**src/pkg/lcefs_pkg.sv**
```systemverilog
// Purpose: Shared constants for the lane code error status flags block
// Assumes: 8-bit register data, 12-bit register address, 8 lanes per link
// Notes: Offsets are byte addresses on the plain register port
package lcefs_pkg;
   localparam int ADDR_W = 12;
   localparam int DATA_W = 8;
   localparam int LANES = 8;
   localparam int CNT_W = 8;
   localparam int PAGE_W = 1;
   // Register offsets
   localparam logic [ADDR_W-1:0] ADDR_LINK_PAGE = 12'h300;
   localparam logic [ADDR_W-1:0] ADDR_BAD_CODE = 12'h46E;
   localparam logic [ADDR_W-1:0] ADDR_STRAY_CTRL = 12'h46F;
   localparam logic [ADDR_W-1:0] ADDR_THRESH = 12'h480;
   localparam logic [ADDR_W-1:0] ADDR_IRQ_STAT = 12'h481;
   localparam logic [ADDR_W-1:0] ADDR_IRQ_MASK = 12'h482;
   localparam logic [ADDR_W-1:0] ADDR_CNT_CLR = 12'h483;
   // Reset values
   localparam logic [DATA_W-1:0] FLAGS_RST = 8'h00;
   localparam logic [CNT_W-1:0] THRESH_RST = 8'hFF;
   localparam logic [DATA_W-1:0] IRQ_MASK_RST = 8'h00;
   localparam logic [PAGE_W-1:0] PAGE_RST = 1'h0;
   // Interrupt status bit positions
   localparam int IRQ_BAD_BIT = 0;
   localparam int IRQ_STRAY_BIT = 1;
   localparam int IRQ_BITS = 2;
   // Counter clear register bit
   localparam int CLR_BIT = 0;
endpackage

```
**src/logic/lcefs_err_cnt.sv**
```systemverilog
// Purpose: One saturating per-lane error counter with threshold compare
// Assumes: err_evt is a one-cycle pulse from logic on the same clock
// Notes: Clear wins over a coincident event
`timescale 1ns/1ns
module lcefs_err_cnt #(
   parameter int CNT_W = lcefs_pkg::CNT_W
)(
   input wire logic clk,
   input wire logic rst_n,
   input wire logic err_evt,
   input wire logic clr,
   input wire logic [CNT_W-1:0] thresh,
   output logic [CNT_W-1:0] count,
   output logic flag
);
   logic [CNT_W-1:0] count_r;
   logic [CNT_W-1:0] count_nxt;

   // Next count: clear, else saturating increment
   always_comb
   begin
      count_nxt = count_r;
      if (clr)
      begin
         count_nxt = '0;
      end
      else if (err_evt && (count_r != {CNT_W{1'b1}}))
      begin
         count_nxt = count_r + 1'b1;
      end
   end

   // Count register
   always_ff @(posedge clk or negedge rst_n)
   begin
      if (!rst_n)
      begin
         count_r <= '0;
      end
      else
      begin
         count_r <= count_nxt;
      end
   end

   // Flag high once the count reaches the threshold
   assign flag = (count_r >= thresh);
   assign count = count_r;

   property p_cnt_step;
      @(posedge clk) disable iff (!rst_n)
      (err_evt && !clr && count_r != {CNT_W{1'b1}}) |=> (count_r == $past(count_r) + 1'b1);
   endproperty
   a_cnt_step: assert property (p_cnt_step) else $error("error counter did not step");

   property p_flag_cross;
      @(posedge clk) disable iff (!rst_n)
      (err_evt && !clr && thresh != '0 && count_r == thresh - 1'b1 && $stable(thresh)) ##1 $stable(thresh)
         |-> flag && !$past(flag);
   endproperty
   a_flag_cross: assert property (p_flag_cross) else $error("flag did not rise at threshold");

   property p_clr_low;
      @(posedge clk) disable iff (!rst_n)
      clr ##1 (thresh != '0) |-> (count_r == '0) && !flag;
   endproperty
   a_clr_low: assert property (p_clr_low) else $error("flag not low after clear");
endmodule

```
**src/logic/lcefs_flags.sv**
```systemverilog
// Purpose: Per-lane code error counters, threshold flags, paged status registers
// Assumes: Error pulses come from lane decoders on clk; one lane per bit
// Notes: Flags are read through the link page register; rising flags raise irq when their status bit is unmasked
// Notes on behaviour
// - Read-only bad code flag per lane, lane n in bit n, resets to zero
// - Read-only stray control character flag register at 0x46F, lane n in bit n
// - Flag is one when lane count is at or above the 8-bit threshold
// - Flag reads show the link chosen by the page control at 0x300
`timescale 1ns/1ns
module lcefs_flags #(
   parameter int NUM_LINKS = 2
)(
   input wire logic clk,
   input wire logic rst_n,
   input wire logic [NUM_LINKS*lcefs_pkg::LANES-1:0] bad_code_evt,
   input wire logic [NUM_LINKS*lcefs_pkg::LANES-1:0] stray_ctrl_evt,
   input wire logic [lcefs_pkg::ADDR_W-1:0] addr,
   input wire logic [lcefs_pkg::DATA_W-1:0] wr_data,
   input wire logic wr_en,
   input wire logic rd_en,
   output logic [lcefs_pkg::DATA_W-1:0] rd_data,
   output logic irq
);
   localparam int LN = lcefs_pkg::LANES;
   localparam int DW = lcefs_pkg::DATA_W;

   logic [lcefs_pkg::PAGE_W-1:0] page_r;
   logic [lcefs_pkg::PAGE_W-1:0] page_nxt;
   logic [lcefs_pkg::CNT_W-1:0] thresh_r;
   logic [lcefs_pkg::CNT_W-1:0] thresh_nxt;
   logic [DW-1:0] mask_r;
   logic [DW-1:0] mask_nxt;
   logic [lcefs_pkg::IRQ_BITS-1:0] stat_r;
   logic [lcefs_pkg::IRQ_BITS-1:0] stat_nxt;
   logic [DW-1:0] rd_data_r;
   logic [DW-1:0] rd_data_nxt;
   logic [NUM_LINKS*LN-1:0] bad_flags;
   logic [NUM_LINKS*LN-1:0] stray_flags;
   logic [NUM_LINKS*LN-1:0] bad_prev_r;
   logic [NUM_LINKS*LN-1:0] stray_prev_r;
   logic [NUM_LINKS-1:0] clr_link;
   logic [LN-1:0] bad_sel;
   logic [LN-1:0] stray_sel;
   logic [LN-1:0] link0_bad;
   logic bad_rise;
   logic stray_rise;

   // Pick one link's lane flags; an out-of-range page reads zero
   function automatic logic [LN-1:0] link_flags(input logic [NUM_LINKS*LN-1:0] all,
                                                 input logic [lcefs_pkg::PAGE_W-1:0] pg);
      logic [LN-1:0] res;
      res = lcefs_pkg::FLAGS_RST;
      for (int l = 0; l < NUM_LINKS; l++)
      begin
         if (int'(pg) == l)
         begin
            res = all[l*LN +: LN];
         end
      end
      return res;
   endfunction

   // Counter clear strobe for the currently paged link
   always_comb
   begin
      clr_link = '0;
      for (int l = 0; l < NUM_LINKS; l++)
      begin
         if (wr_en && addr == lcefs_pkg::ADDR_CNT_CLR && wr_data[lcefs_pkg::CLR_BIT] && int'(page_r) == l)
         begin
            clr_link[l] = 1'b1;
         end
      end
   end

   // One counter per link, lane and error type
   for (genvar g = 0; g < NUM_LINKS*LN; g++)
   begin : g_lane
      lcefs_err_cnt #(.CNT_W(lcefs_pkg::CNT_W)) u_bad (
         .clk(clk),
         .rst_n(rst_n),
         .err_evt(bad_code_evt[g]),
         .clr(clr_link[g/LN]),
         .thresh(thresh_r),
         .count(),
         .flag(bad_flags[g])
      );
      lcefs_err_cnt #(.CNT_W(lcefs_pkg::CNT_W)) u_stray (
         .clk(clk),
         .rst_n(rst_n),
         .err_evt(stray_ctrl_evt[g]),
         .clr(clr_link[g/LN]),
         .thresh(thresh_r),
         .count(),
         .flag(stray_flags[g])
      );
   end

   // Paged view of the flags
   assign bad_sel = link_flags(bad_flags, page_r);
   assign stray_sel = link_flags(stray_flags, page_r);

   // Link zero bad code flags, watched by the paging check
   assign link0_bad = bad_flags[LN-1:0];

   // Any flag of any link going high is an interrupt event
   assign bad_rise = |(bad_flags & ~bad_prev_r);
   assign stray_rise = |(stray_flags & ~stray_prev_r);

   // Control registers, sticky status and read data
   always_comb
   begin
      page_nxt = page_r;
      thresh_nxt = thresh_r;
      mask_nxt = mask_r;
      stat_nxt = stat_r;
      rd_data_nxt = '0;
      if (wr_en)
      begin
         case (addr)
            lcefs_pkg::ADDR_LINK_PAGE: page_nxt = wr_data[lcefs_pkg::PAGE_W-1:0];
            lcefs_pkg::ADDR_THRESH: thresh_nxt = wr_data[lcefs_pkg::CNT_W-1:0];
            lcefs_pkg::ADDR_IRQ_MASK: mask_nxt = wr_data;
            lcefs_pkg::ADDR_IRQ_STAT: stat_nxt = stat_r & ~wr_data[lcefs_pkg::IRQ_BITS-1:0];
            default: ;
         endcase
      end
      // Set wins over a coincident write-one clear
      if (bad_rise)
      begin
         stat_nxt[lcefs_pkg::IRQ_BAD_BIT] = 1'b1;
      end
      if (stray_rise)
      begin
         stat_nxt[lcefs_pkg::IRQ_STRAY_BIT] = 1'b1;
      end
      if (rd_en)
      begin
         case (addr)
            lcefs_pkg::ADDR_LINK_PAGE: rd_data_nxt[lcefs_pkg::PAGE_W-1:0] = page_r;
            lcefs_pkg::ADDR_BAD_CODE: rd_data_nxt = bad_sel;
            lcefs_pkg::ADDR_STRAY_CTRL: rd_data_nxt = stray_sel;
            lcefs_pkg::ADDR_THRESH: rd_data_nxt = thresh_r;
            lcefs_pkg::ADDR_IRQ_STAT: rd_data_nxt[lcefs_pkg::IRQ_BITS-1:0] = stat_r;
            lcefs_pkg::ADDR_IRQ_MASK: rd_data_nxt = mask_r;
            default: rd_data_nxt = '0;
         endcase
      end
   end

   // Register update
   always_ff @(posedge clk or negedge rst_n)
   begin
      if (!rst_n)
      begin
         page_r <= lcefs_pkg::PAGE_RST;
         thresh_r <= lcefs_pkg::THRESH_RST;
         mask_r <= lcefs_pkg::IRQ_MASK_RST;
         stat_r <= '0;
         rd_data_r <= '0;
         bad_prev_r <= '0;
         stray_prev_r <= '0;
      end
      else
      begin
         page_r <= page_nxt;
         thresh_r <= thresh_nxt;
         mask_r <= mask_nxt;
         stat_r <= stat_nxt;
         rd_data_r <= rd_data_nxt;
         bad_prev_r <= bad_flags;
         stray_prev_r <= stray_flags;
      end
   end

   assign rd_data = rd_data_r;
   // Level interrupt while any unmasked status bit is set
   assign irq = |(stat_r & mask_r[lcefs_pkg::IRQ_BITS-1:0]);

   property p_bad_read;
      @(posedge clk) disable iff (!rst_n)
      (rd_en && addr == lcefs_pkg::ADDR_BAD_CODE) |=> (rd_data == $past(bad_sel));
   endproperty
   a_bad_read: assert property (p_bad_read) else $error("bad code flag read mismatch");

   property p_stray_read;
      @(posedge clk) disable iff (!rst_n)
      (rd_en && addr == lcefs_pkg::ADDR_STRAY_CTRL) |=> (rd_data == $past(stray_sel));
   endproperty
   a_stray_read: assert property (p_stray_read) else $error("stray control flag read mismatch");

   property p_page_follow;
      @(posedge clk) disable iff (!rst_n)
      (wr_en && addr == lcefs_pkg::ADDR_LINK_PAGE && wr_data[lcefs_pkg::PAGE_W-1:0] == '0)
         ##1 (rd_en && addr == lcefs_pkg::ADDR_BAD_CODE) |=> (rd_data == $past(link0_bad));
   endproperty
   a_page_follow: assert property (p_page_follow) else $error("paged read not from link zero");

   property p_thresh_write;
      @(posedge clk) disable iff (!rst_n)
      (wr_en && addr == lcefs_pkg::ADDR_THRESH) |=> (thresh_r == $past(wr_data));
   endproperty
   a_thresh_write: assert property (p_thresh_write) else $error("threshold not taken");

   property p_rise_irq;
      @(posedge clk) disable iff (!rst_n)
      (bad_rise && mask_r[lcefs_pkg::IRQ_BAD_BIT] && !(wr_en && addr == lcefs_pkg::ADDR_IRQ_MASK)) |=> irq;
   endproperty
   a_rise_irq: assert property (p_rise_irq) else $error("flag rise did not raise irq");

   property p_rd_idle;
      @(posedge clk) disable iff (!rst_n)
      !rd_en |=> (rd_data == '0);
   endproperty
   a_rd_idle: assert property (p_rd_idle) else $error("read data not zero after an idle cycle");

   property p_bad_set;
      @(posedge clk) disable iff (!rst_n)
      bad_rise |=> stat_r[lcefs_pkg::IRQ_BAD_BIT];
   endproperty
   a_bad_set: assert property (p_bad_set) else $error("bad code flag rise not latched in status");

   property p_stray_set;
      @(posedge clk) disable iff (!rst_n)
      stray_rise |=> stat_r[lcefs_pkg::IRQ_STRAY_BIT];
   endproperty
   a_stray_set: assert property (p_stray_set) else $error("stray control flag rise not latched in status");
endmodule

```
**config.mk**
```make
export PLATFORM = sky130hd
export DESIGN_NAME = lcefs_flags
export DESIGN_NICKNAME = d
export VERILOG_FILES = /design/src/pkg/lcefs_pkg.sv /design/src/logic/lcefs_err_cnt.sv /design/src/logic/lcefs_flags.sv
export SDC_FILE = /design/constraint.sdc
export NUM_CORES = 1
export LEC_CHECK = 0
export ABC_AREA = 1
export ABC_CLOCK_PERIOD_IN_PS = 3500
export BUFFER_PORTS_ARGS = -buffer_cell sky130_fd_sc_hd__buf_2
export CAP_MARGIN = 10
export CORE_UTILIZATION = 55
export DETAILED_ROUTE_END_ITERATION = 10
export HOLD_SLACK_MARGIN = 0.05
export PLACE_DENSITY = 0.73
export RECOVER_POWER = 100
export SYNTH_ARGS = -nofsm -noshare
export SYNTH_HDL_FRONTEND = slang
export SYNTH_SLANG_ARGS = --single-unit
```
**constraint.sdc**
```tcl
create_clock -name clk -period 3.5 [get_ports clk]
set_clock_uncertainty 0.15 [all_clocks]
set_input_delay 0.875 -clock clk [delete_from_list [all_inputs] [get_ports clk]]
set_output_delay 0.875 -clock clk [all_outputs]
set_load 0.005 [all_outputs]
```
# Yosys cells after proc, flatten, opt, wreduce, memory -nomap -nowiden
# Index checks and enable logic that the tools add are counted.
# totals
reg_bits	315
latch_bits	0
ram_bits	0
romBits	0
inputBits	56
n_memories	0
# op_classes
addsub	32
multipliers	0
div_mod_pow	0
magnitude_cmp	32
n_eq_ne	39
shifts	0
n_mux	76
n_bitwise	8
reduce_logical	80
# ops
operator	count
$mux 8	67
$add 8x1->8 const B	32
$ge 8x8->1	32
$ne 8x8->1 const B	32
$eq 12x11->1 const B	6
$reduce_bool 2->1	36
$logic_and 1x1->1	36
$and 16x16->16	2
$not 16->16	2
$reduce_or 16->1	2
$pmux 6 s4	1
$eq 12x10->1 const B	1
$reduce_and 2->1	5
$pmux 1 s6	1
$pmux 1 s5	1
$and 2x2->2	2
$mux 1	4
$mux 2	2
$not 2->2	1
$reduce_or 2->1	1
$not 1->1	1

# Depth between registers and ports, before layout
# Gate-level depths: netlist of run 1.
# depth
ltp_word	6
ltp_mapped	15
depth_no_buf	15

# Cells and area by module
# A second synthesis of run 1 with hierarchy kept.
# unflattened
cells_unflattened	3715
hier_area_um2	25379.3
# by_module_without_submodules
mod	instances	cells_each	area_each_um2	seq_area_each_um2
lcefs_err_cnt	32	106	706.9	200.2
lcefs_flags	1	323	2757.6	1486.4

# Least setup slack after synthesis of run 1
# No wires, ideal clock.
# synth_path
path_type	reg2reg
from	register thresh_r[5] (netlist name)
to	register stat_r[1] (netlist name)
setup_ns	0.121
arrival_ns	2.071
required_time_ns	3.229
setup_slack_ns	1.158
path_stages_with_launch	13
period_less_slack_ns	2.342
path_cell_list	dfstp_2 inv_1 ha_1 a21oi_1 nor2_1 nor3_1 nand2_1 nand2_1 nand2_1 nor2_1 nand2_1 nor2_1 nand2_1
# synth_via
elab_chain_len	5
# synth_rtl
element	line_no	text
from (decl)	lcefs_flags.sv:29	logic [lcefs_pkg::CNT_W-1:0] thresh_r;
from (signal assigned)	lcefs_flags.sv:157	thresh_r <= lcefs_pkg::THRESH_RST;
from (signal assigned)	lcefs_flags.sv:167	thresh_r <= thresh_nxt;
$ge 8x8->1 *	lcefs_err_cnt.sv:47	assign flag = (count_r >= thresh);
named net g_lane[3].u_stray.flag	lcefs_err_cnt.sv:14	output logic flag
$and 16x16->16 *	lcefs_flags.sv:108	assign stray_rise = |(stray_flags & ~stray_prev_r);
$reduce_or 16->1 *	lcefs_flags.sv:108	
$reduce_bool 2->1 (no line)	n/a	
$reduce_and 2->1 (no line)	n/a	
to (signal assigned)	lcefs_flags.sv:169	stat_r <= stat_nxt;
to (decl)	lcefs_flags.sv:33	logic [lcefs_pkg::IRQ_BITS-1:0] stat_r;
# The timed path passes the listed nets; every way through them passes the cells marked *.
# A chain may end at the register's enable or synchronous reset.

# Worst setup path in the final report of run 1
# layout_path
from	input addr[8] (netlist name)
to	register g_lane[2].u_stray.count_r[1]
# layout_via
elab_chain_len	6
# layout_rtl
element	line_no	text
from (decl)	lcefs_flags.sv:17	input wire logic [lcefs_pkg::ADDR_W-1:0] addr,
$eq 12x11->1 *	lcefs_flags.sv:69	if (wr_en && addr == lcefs_pkg::ADDR_CNT_CLR && wr_data[lcefs_pkg::CLR_BIT] && int'(page_r) == l)
$logic_and 1x1->1 * (3 in series)	lcefs_flags.sv:69	
$mux 1 *	lcefs_flags.sv:69	
$mux 8 / $reduce_bool 2->1 (equally long branches)	n/a	
to (signal assigned)	lcefs_err_cnt.sv:42	count_r <= count_nxt;
to (decl)	lcefs_err_cnt.sv:16	logic [CNT_W-1:0] count_r;
# Every way passes the cells marked *; elsewhere a longest branch is shown, timed or not.

==> impl_metrics.ini, run 1 <==
[yosys]
ys_warn_count = 0
avgSynthCellArea_um2 = 7.57
ys_seq_area_share_pct = 37.0
yosysUniqueCellTypes = 44
synth_edf_count = 0
syn_inst = 2815
async_reset_ff_share_pct = 100
synth_area_um2 = 21300
synth_nets = 3159
synth-seq-cells = 315
synthFlopType = dfrtp_1

[critical_path]
cp_common_cell = nor2_1
slowest_stage = nor2_1
critical_path.max_stage_delay_ns = 0.65
crit_buf_inv = 4
critPathLaunchType = input port
crit_family = simple AND/OR/NAND/NOR gates
arrival_ns = 3.38
critPathKind = in -> reg
path_cells = buf_2, nor2_1, nand3_2, nor2_1, nand3_4, nor2_1, inv_2, buf_2, o21ai_0, o21bai_1, inv_1
worstPathMaxFanout = 89
crit_required_ns = 3.80
end_kind = register

[clock_tree]
post_cts_resize_count = 0
ctsRootBufferMaster = clkbuf_16
cts_tree = yes
post-cts-setup-buffers = 0
ctsLongestPathBuffers = 3
cts_max_level = 2
insertion_delay_ns = 0.56
ctsHoldBuffers = 0
clock-sinks = 315
clk_pin_slew_ns = 0.06
cts_buffers = 38

[finish]
multi_input_area_um2 = 11600
area_growth_syn_to_layout_pct = 11.1
fill_cells = 3342
mostFrequentLayoutCell = nand2_1
final_cell_mix = 655 x nand2_1, 435 x inv_1, 307 x dfrtp_1
drive_gt1_share_pct = 5.81
regArea_um2 = 7890
final_nets = 3259

[route]
vias = 18900
vias_per_cell = 5.47
wl_per_cell_um = 15.9
drc = 0
antenna_left = 0
drtIter0Drc = 1037
dr.pass1.iters = 6
totalWireLength_um = 54800

[timing]
timing.hold.ws_ns = 0.326
final-setup-viol-count = 0
fmax_mhz = 324
slew_violations = 165
fin_tns_setup_ns = 0
finalHoldViolations = 0
fin_crit_sh_pct = 88.2
grt_setup_unrepaired = false
post-route-min-period_ns = 3.09
slew_headroom_pct = -51.5
worst_slew_pin_slew_ns = 2.27

[run_status]
outcome = finished with violations
violations = max-capacitance violations, max-slew violations

[placement]
place_congestion = 0.895
portBuffers = 64
dpl.hpwl_um = 38800

[flow_run]
maxCapViolations = 2

[global_route]
grt_max_degree = 90
gr-total-overflow = 0
grt_pass1_wl_um = 90400
track_usage_pct = 28.9
grt_pass1_vias = 18400
antenna_found_initial = 1

[floorplan]
die_w_um = 199
die_h_um = 199
start_util_pct = 56.2
num_rows = 71
ios = 65
core_um2 = 37900
die_area_um2 = 39500

[power_and_ir_drop]
powerDensity_nw_per_um2 = 774
leakagePower_nw = 12.4
ir_worst_vdd_mv = 0.437

[min_path]
holdCritPathClass = reg -> reg
-- sequential cells by signal, summed over array words and instances, names as in the netlist --
name	flops
rd_data	8
page_r	1
stat_r	2
g_lane.u_bad.count	128
mask_r	8
bad_prev_r	16
stray_prev_r	16
thresh_r	8
g_lane.u_stray.count	128
-- cell type report --
cell class	count	area share, %
Multi-Input combinational cell	2028	48.8
Sequential cell	315	33.3
Inverter	439	6.96
Clock buffer	62	5.05
Tap cell	511	2.70
Timing Repair Buffer	93	2.53
Clock inverter	7	0.581
Antenna cell	2	0.0211
-- where the power goes --
| group | switching (mW) | total, mW | internal (mW) |
|---|---|---|---|
| sequential | 1.70 | 6.87 | 5.17 |
| clock | 1.61 | 4.24 | 2.62 |
| combinational | 4.15 | 7.21 | 3.06 |
| total | 7.47 | 18.3 | 10.8 |
-- through the flow --
stage	utilization (%)	setup WS (ns)	area (um2)	std cells	total power [mW]
5_1_grt	62.4	0.212	23700	3455	20.1
3_3_place_gp	59.1	0.598	22400	3386	13.5
3_5_place_dp	59.1	0.572	22400	3386	14.0
2_1_floorplan	-	1.16	21300	2815	12.0
4_1_cts	62.6	0.640	23700	3455	18.4
6_report	62.4	0.411	23700	3457	18.3
-- worst register-to-register path, cell delays in order (launching register included) --
cell,delay [ns]
dfstp_2,0.86
clkbuf_2,0.63
ha_1,0.34
o21ai_0,0.15
nand2_1,0.06
nand2_1,0.05
nand2_1,0.05
nand2_1,0.08
nand2_1,0.07
nand2_1,0.12
nand2_1,0.07
inv_1,0.06
nand2_1,0.05
nor2_1,0.13
nand2_1,0.07
-- cell usage after synthesis, types with 2 or more instances --
cell type  instances  area [um2]
nand2_1          655        2460
inv_1            435        1630
dfrtp_1          307        7680
ha_1             288        3600
nor2_1           274        1030
a21oi_1          238        1190
nand3_1          168         841
o21ai_0          160         801
nor3_1            53         265
nand4_1           37         231
clkbuf_1          16        60.1
nand3b_1          16         120
o21bai_1          15         113
o21a_1            14         105
a31oi_1           13        81.3
o211ai_1          13        97.6
or2_2             13        81.3
a211oi_1          12        90.1
a2bb2oi_1         12         105
buf_2             10        50.1
dfstp_2            8         210
o21ai_1            8        40.0
a221oi_1           7        61.3
xor2_1             7        61.3
buf_6              5        56.3
a21o_1             4        30.0
inv_2              4        15.0
nor2_2             4        25.0
buf_1              2        7.51
nand2_2            2        12.5
nor2_4             2        22.5
-- layer usage --
| metal | global-route usage (%) | vias up | wire [um] |
|---|---|---|---|
| li1 | - | 9473 | - |
| met1 | 37.7 | 8883 | 24600 |
| met2 | 47.6 | 439 | 25500 |
| met3 | 4.78 | 106 | 2900 |
| met4 | 12.0 | 0 | 1850 |
| met5 | 0 | - | 0 |
-- cells by family after synthesis --
| group | synth area share (%) |
|---|---|
| simple gates | 24.2 |
| compound gates | 13.0 |
| buf+inv | 8.55 |
| flops | 37.0 |
| fa+ha+maj | 16.9 |
| xor+xnor | 0.288 |
| mux | 0.0470 |
-- path summary, 6_finish.rpt --
path                       depth (start not counted)        start  slack, ns                         end
setup / recovery                                  11      addr[8]       0.41  g_lane[2].u_stray.count[1]
setup reg to reg                                  14  thresh_r[0]       0.42                   stat_r[0]
min in group asynchronous                          1        rst_n       0.84  g_lane[1].u_stray.count[1]
hold / removal                                     2  thresh_r[7]       0.33                 thresh_r[7]
hold reg to reg                                    2  thresh_r[7]       0.33                 thresh_r[7]
max in group asynchronous                          2        rst_n       0.63  g_lane[2].u_stray.count[4]
(Power assumes the default switching activity.)
==> run 2, diff against run 1 <==
--- a/config.mk
+++ b/config.mk
@@ -16,4 +16,5 @@
 export RECOVER_POWER = 100
 export SYNTH_ARGS = -nofsm -noshare
 export SYNTH_HDL_FRONTEND = slang
+export SYNTH_HIERARCHICAL = 1
 export SYNTH_SLANG_ARGS = --single-unit
==> run 2 against run 1 <==
  * The run still ends with max-capacitance violations, max-slew violations left
  * Global-route usage down 2.3 points
  * Synthesized area up 19%
  * Setup slack better by 0.073 ns
  * Register-to-register slack better by 0.06 ns
  * Critical path depth up 2
  * Wire length up 12%
  * Hold slack better by 0.023 ns
  * Fmax up 2.4%
  * Highest routed layer is now met5
==> impl_metrics.ini, run 2 <==
[run_status]
outcome = finished with violations
violations = max-capacitance violations, max-slew violations

[global_route]
antenna_found_initial = 3
grt_max_degree = 78
grt_pass1_vias = 21300
grt_pass1_wl_um = 103000
track_usage_pct = 26.6
gr-total-overflow = 0

[floorplan]
die_w_um = 217
num_rows = 78
die_h_um = 217
die_area_um2 = 47000
start_util_pct = 55.8
core_um2 = 45500
ios = 65

[critical_path]
end_kind = register
crit_start = thresh_r[3]
critical_path.max_stage_delay_ns = 0.87
critPathLaunchType = register
crit_required_ns = 3.82
worstPathMaxFanout = 10
slowest_stage = dfstp_1
reg2reg_depth = 13
cp_common_cell = o21ai_0
reg2reg_to = rd_data[3]
arrival_ns = 3.33
critPathKind = reg -> reg
timing.rr.start = thresh_r[3]
rrSetupSlack_ns = 0.48
path_cells = buf_4, inv_1, ha_1, nand2_1, o21ai_0, nand2_1, nand3_1, inv_1, o21ai_0, nand3_1, o21ai_0, nor2_1, nor2_1
crit_end = rd_data[3]

[finish]
final_nets = 4192
mostFrequentLayoutCell = nand2_1
area_growth_syn_to_layout_pct = 9.55
drive_gt1_share_pct = 8.56
final_cell_mix = 1055 x nand2_1, 689 x inv_1, 323 x nand3_1
finalNonFillerCells = 4480

[route]
vias_per_cell = 5.13
totalWireLength_um = 61300
drtIter0Drc = 1664
drc = 0
vias = 23000
dr.pass1.iters = 5
wl_per_cell_um = 13.7
antenna_left = 0

[yosys]
synth_nets = 4059
yosysUniqueCellTypes = 28
yosysMostFrequentCell = nand2_1
synth_edf_count = 0
yosysTopAreaCell = dfrtp_1
netlist_top_cells_count = 1023 x nand2_1, 690 x inv_1, 321 x nand3_1
async_reset_ff_share_pct = 100
ys_warn_count = 6
ys_seq_area_share_pct = 31.1
synthTopCellsByArea = dfrtp_1 30%, nand2_1 15%, ha_1 14%
synth_area_um2 = 25400
avgSynthCellArea_um2 = 6.83
synth_top_area_share_pct = 30.3
synthFlopType = dfrtp_1
syn_inst = 3715
synth-seq-cells = 315

[power_and_ir_drop]
leakagePower_nw = 13.9
ir_worst_vdd_mv = 0.508
powerDensity_nw_per_um2 = 543

[timing]
post-route-min-period_ns = 3.02
worst_slew_pin_slew_ns = 1.73
fmax_mhz = 332
slew_headroom_pct = -15.6
final-setup-viol-count = 0
slew_violations = 58
grt_setup_unrepaired = false
fin_crit_sh_pct = 86.2
fin_tns_setup_ns = 0
finalHoldViolations = 0

[clock_tree]
ctsLongestPathBuffers = 3
cts_buffers = 39
ctsRootBufferMaster = clkbuf_16
post_cts_resize_count = 0
ctsHoldBuffers = 0
insertion_delay_ns = 0.57
post-cts-setup-buffers = 0
cts_max_level = 2
clock-sinks = 315
cts_tree = yes
clk_pin_slew_ns = 0.06

[placement]
dpl.hpwl_um = 44600
place_congestion = 0.887
dp_cells = 4407
portBuffers = 64

[flow_run]
maxCapViolations = 1

[min_path]
holdCritPathClass = reg -> reg
holdPathStages = 2
run 2: changes by cell type in the layout (fill, tap and decap cells not counted), moves of 16 or more:
cell | previous run | this run
nand2_1 | 655 | 1055
inv_1 | 435 | 689
nand3_1 | 168 | 323
o21ai_0 | 167 | 72
nor2_2 | 0 | 67
nand2_2 | 2 | 64
o21bai_1 | 15 | 64
nor3_1 | 53 | 98
clkinvlp_2 | 0 | 32
o21ai_1 | 1 | 28
xor2_1 | 7 | 32
nand3b_1 | 16 | 0
run 2: worst min-delay path by stage:
stage              start                        end  slack, ns
6_report       mask_r[6]                  mask_r[6]       0.35
5_1_grt        mask_r[7]                  mask_r[7]       0.37
4_1_cts            rst_n  g_lane[11].u_bad/count[3]       0.11
3_5_place_dp   mask_r[6]                  mask_r[6]       0.33
3_3_place_gp   mask_r[4]                  mask_r[4]       0.32
2_1_floorplan  mask_r[2]                  mask_r[2]       0.31
run 2: layer usage:
layer	wire, um	track usage [%]
met2	27900	44.3
met3	2700	3.70
met5	14	0
met1	29000	35.7
met4	1740	8.38
run 2: worst max-delay path, delay by kind of cell, from the launching register on:
family                     cells  cell delay [ns]
adders and majority gates      1             0.29
buffers and inverters          3             0.47
DFF                            1             0.87
and+or+nand+nor                6             0.67
AOI/OAI and AO/OA              3             0.45
run 2: area by class of cell:
| type | count | area (um2) |
|---|---|---|
| tap | 600 | 751 |
| multi-input combinational | 2668 | 14400 |
| fill | 4444 | 17700 |
| timing repair buffer | 102 | 677 |
| sequential | 315 | 7890 |
| inverter | 722 | 2760 |
| clock buffer | 55 | 1160 |
| antenna | 3 | 7.51 |
| clock inverter | 15 | 184 |
run 2: report_power, final:
part / internal, mW / switching, mW / leakage, nW
sequential: 4.53 / 1.47 / 3.65
clock: 2.60 / 1.67 / 0.662
combinational: 2.10 / 2.75 / 9.57
total: 9.23 / 5.88 / 13.9
run 2: logic make-up after synthesis:
family                   synth area share [%]
AO/OA/AOI/OAI                            9.06
XOR/XNOR                                 1.10
adder cells (fa/ha/maj)                  14.2
buffers and inverters                    11.1
flip-flops                               31.1
AND/OR/NAND/NOR                          33.4
run 2: per-stage QoR:
| step | util (%) | worst slack, ns | hold slack, ns | cell area [um2] | power, mW |
|---|---|---|---|---|---|
| 4_1_cts | 62.2 | 0.650 | 0.110 | 28300 | 15.3 |
| 5_1_grt | 61.1 | 0.289 | 0.370 | 27800 | 16.5 |
| 3_5_place_dp | 59.2 | 0.546 | 0.329 | 26900 | 10.9 |
| 6_report | 61.1 | 0.485 | 0.349 | 27800 | 15.1 |
| 2_1_floorplan | - | -0.114 | 0.306 | 25500 | 9.55 |
| 3_3_place_gp | 59.2 | 0.606 | 0.321 | 26900 | 10.8 |
==> run 3, diff against run 2 <==
--- a/config.mk
+++ b/config.mk
@@ -6,9 +6,10 @@
 export NUM_CORES = 1
 export LEC_CHECK = 0
 export ABC_AREA = 1
-export ABC_CLOCK_PERIOD_IN_PS = 3500
+export ABC_CLOCK_PERIOD_IN_PS = 3600
 export BUFFER_PORTS_ARGS = -buffer_cell sky130_fd_sc_hd__buf_2
 export CAP_MARGIN = 10
+export CORE_ASPECT_RATIO = 0.7
 export CORE_UTILIZATION = 55
 export DETAILED_ROUTE_END_ITERATION = 10
 export HOLD_SLACK_MARGIN = 0.05
==> constraint.sdc (replaced) <==
create_clock -name clk -period 3.6 [get_ports clk]
set_clock_uncertainty 0.15 [all_clocks]
set_input_delay 0.9 -clock clk [delete_from_list [all_inputs] [get_ports clk]]
set_output_delay 0.9 -clock clk [all_outputs]
set_load 0.005 [all_outputs]
==> run 3 against run 2 <==
  * The flow still finishes with violations (max-capacitance violations, max-slew violations)
  * Clock-buffer cell count is the same
  * Non-clock buffer count shrank 3
  * Setup slack lost 0.22 ns
  * Hold slack gained 0.0028 ns
  * Largest power group unchanged
  * Highest routed layer is now met4
==> impl_metrics.ini, run 3 (synthesized netlist as in run 2, its figures left out) <==
[clock_tree]
ctsHoldBuffers = 0
cts_buffers = 36
post_cts_resize_count = 0
clock-sinks = 315
insertion_delay_ns = 0.54
cts_tree = yes
post-cts-setup-buffers = 0
clk_pin_slew_ns = 0.06
cts_max_level = 2
ctsRootBufferMaster = clkbuf_16
ctsLongestPathBuffers = 3

[timing]
slew_headroom_pct = -14.7
fin_tns_setup_ns = 0
grt_setup_unrepaired = false
fmax_mhz = 300
worst_slew_pin_slew_ns = 1.72
fin_ws_ns = 0.269
final-setup-viol-count = 0
finalHoldViolations = 0
timing.hold.ws_ns = 0.352
post-route-min-period_ns = 3.33
slew_violations = 79
fin_crit_sh_pct = 92.5

[min_path]
holdCritPathClass = reg -> reg
holdPathStages = 2
holdPathEnd = mask_r[6]
hp-start = mask_r[6]

[placement]
dpl.hpwl_um = 45700
place_congestion = 0.892
place_ws_ns = 0.533
portBuffers = 64

[route]
antenna_left = 0
dr.pass1.iters = 6
vias_per_cell = 5.11
drc = 0
totalWireLength_um = 61700
wl_per_cell_um = 13.8
vias = 22900
drtIter0Drc = 1580

[power_and_ir_drop]
powerDensity_nw_per_um2 = 512
p_total_mw = 14.2
leakagePower_nw = 13.8
ir_worst_vdd_mv = 0.312

[finish]
final_cell_mix = 1050 x nand2_1, 690 x inv_1, 323 x nand3_1
final_nets = 4186
post-route-util_pct = 61.1
area_growth_syn_to_layout_pct = 9.08
mostFrequentLayoutCell = nand2_1
drive_gt1_share_pct = 8.30

[critical_path]
arrival_ns = 3.60
critPathLaunchType = input port
reg2reg_depth = 13
crit_required_ns = 3.87
end_kind = register
critPathKind = in -> reg
reg2reg_to = rd_data[2]
timing.rr.start = thresh_r[3]
worstPathMaxFanout = 23
rrSetupSlack_ns = 0.35

[global_route]
antenna_found_initial = 3
track_usage_pct = 27.1
gr-total-overflow = 0
grt_pass1_wl_um = 105000
grt_max_degree = 80
grt_pass1_vias = 20900

[floorplan]
num_rows = 65
core_um2 = 45300
ios = 65
die_w_um = 259
start_util_pct = 56.0
die_h_um = 182
die_area_um2 = 47000

[run_status]
violations = max-capacitance violations, max-slew violations
outcome = finished with violations

[flow_run]
maxCapViolations = 2
## run 3: changes by cell type in the layout (fill, tap and decap cells not counted), moves of 4 or more
cell | before | now
clkinvlp_2 | 32 | 9
clkbuf_1 | 17 | 26
o21ai_1 | 28 | 24
o21ai_0 | 72 | 76
clkinv_4 | 1 | 23
nand2_4 | 1 | 5
nand2_1 | 1055 | 1050
clkbuf_16 | 41 | 37
bufinv_16 | 4 | 0
buf_4 | 18 | 10
## run 3: layout make-up
class	count	area, um2
multi-input combinational	2668	14400
fill	4254	17600
clock buffer	55	1060
antenna	3	7.51
inverter	722	2840
sequential	315	7890
clock inverter	10	61.3
tap	603	754
timing repair buffer	99	657
## run 3: worst max path at each step
stage | cells past startpoint | endpoint | from
after floorplan | 12 | g_lane[6].u_bad/count[1] | addr[7]
after global placement | 13 | stat_r[1] | thresh_r[5]
after detailed placement | 13 | stat_r[1] | thresh_r[5]
after CTS | 13 | stat_r[1] | thresh_r[5]
after global routing | 11 | g_lane[4].u_bad/count[2] | addr[3]
final | 11 | g_lane[8].u_bad/count[2] | addr[2]
## run 3: report_power, final
group | internal (mW) | switching (mW)
clock | 2.04 | 1.52
combinational | 2.04 | 2.70
sequential | 4.40 | 1.47
total | 8.48 | 5.70
## run 3: layer usage
metal  GRT usage (%)  up-vias  part of all wire, %
met5               0        -                    0
met4            8.28        0                  2.8
met3            3.52      104                  5.3
met2            39.2      520                   40
met1            41.4    10200                   52
li1                -    12000                    -
## run 3: metrics by stage
step | cell area (um2) | cells
after floorplan | 25500 | 3715
after detailed placement | 27000 | 4407
after CTS | 28100 | 4472
final | 27700 | 4475
after global routing | 27700 | 4473
after global placement | 27000 | 4407
## run 3: critical path, stage by stage
cell and delay [ns]:
buf_2 0.10, inv_1 0.04, nand2_1 0.12, nor3_1 0.30, nand2_4 0.07, nor2_1 1.19, buf_12 0.27, clkbuf_1 0.33
nor3_1 0.11, nand2_1 0.08, nand2_1 0.06
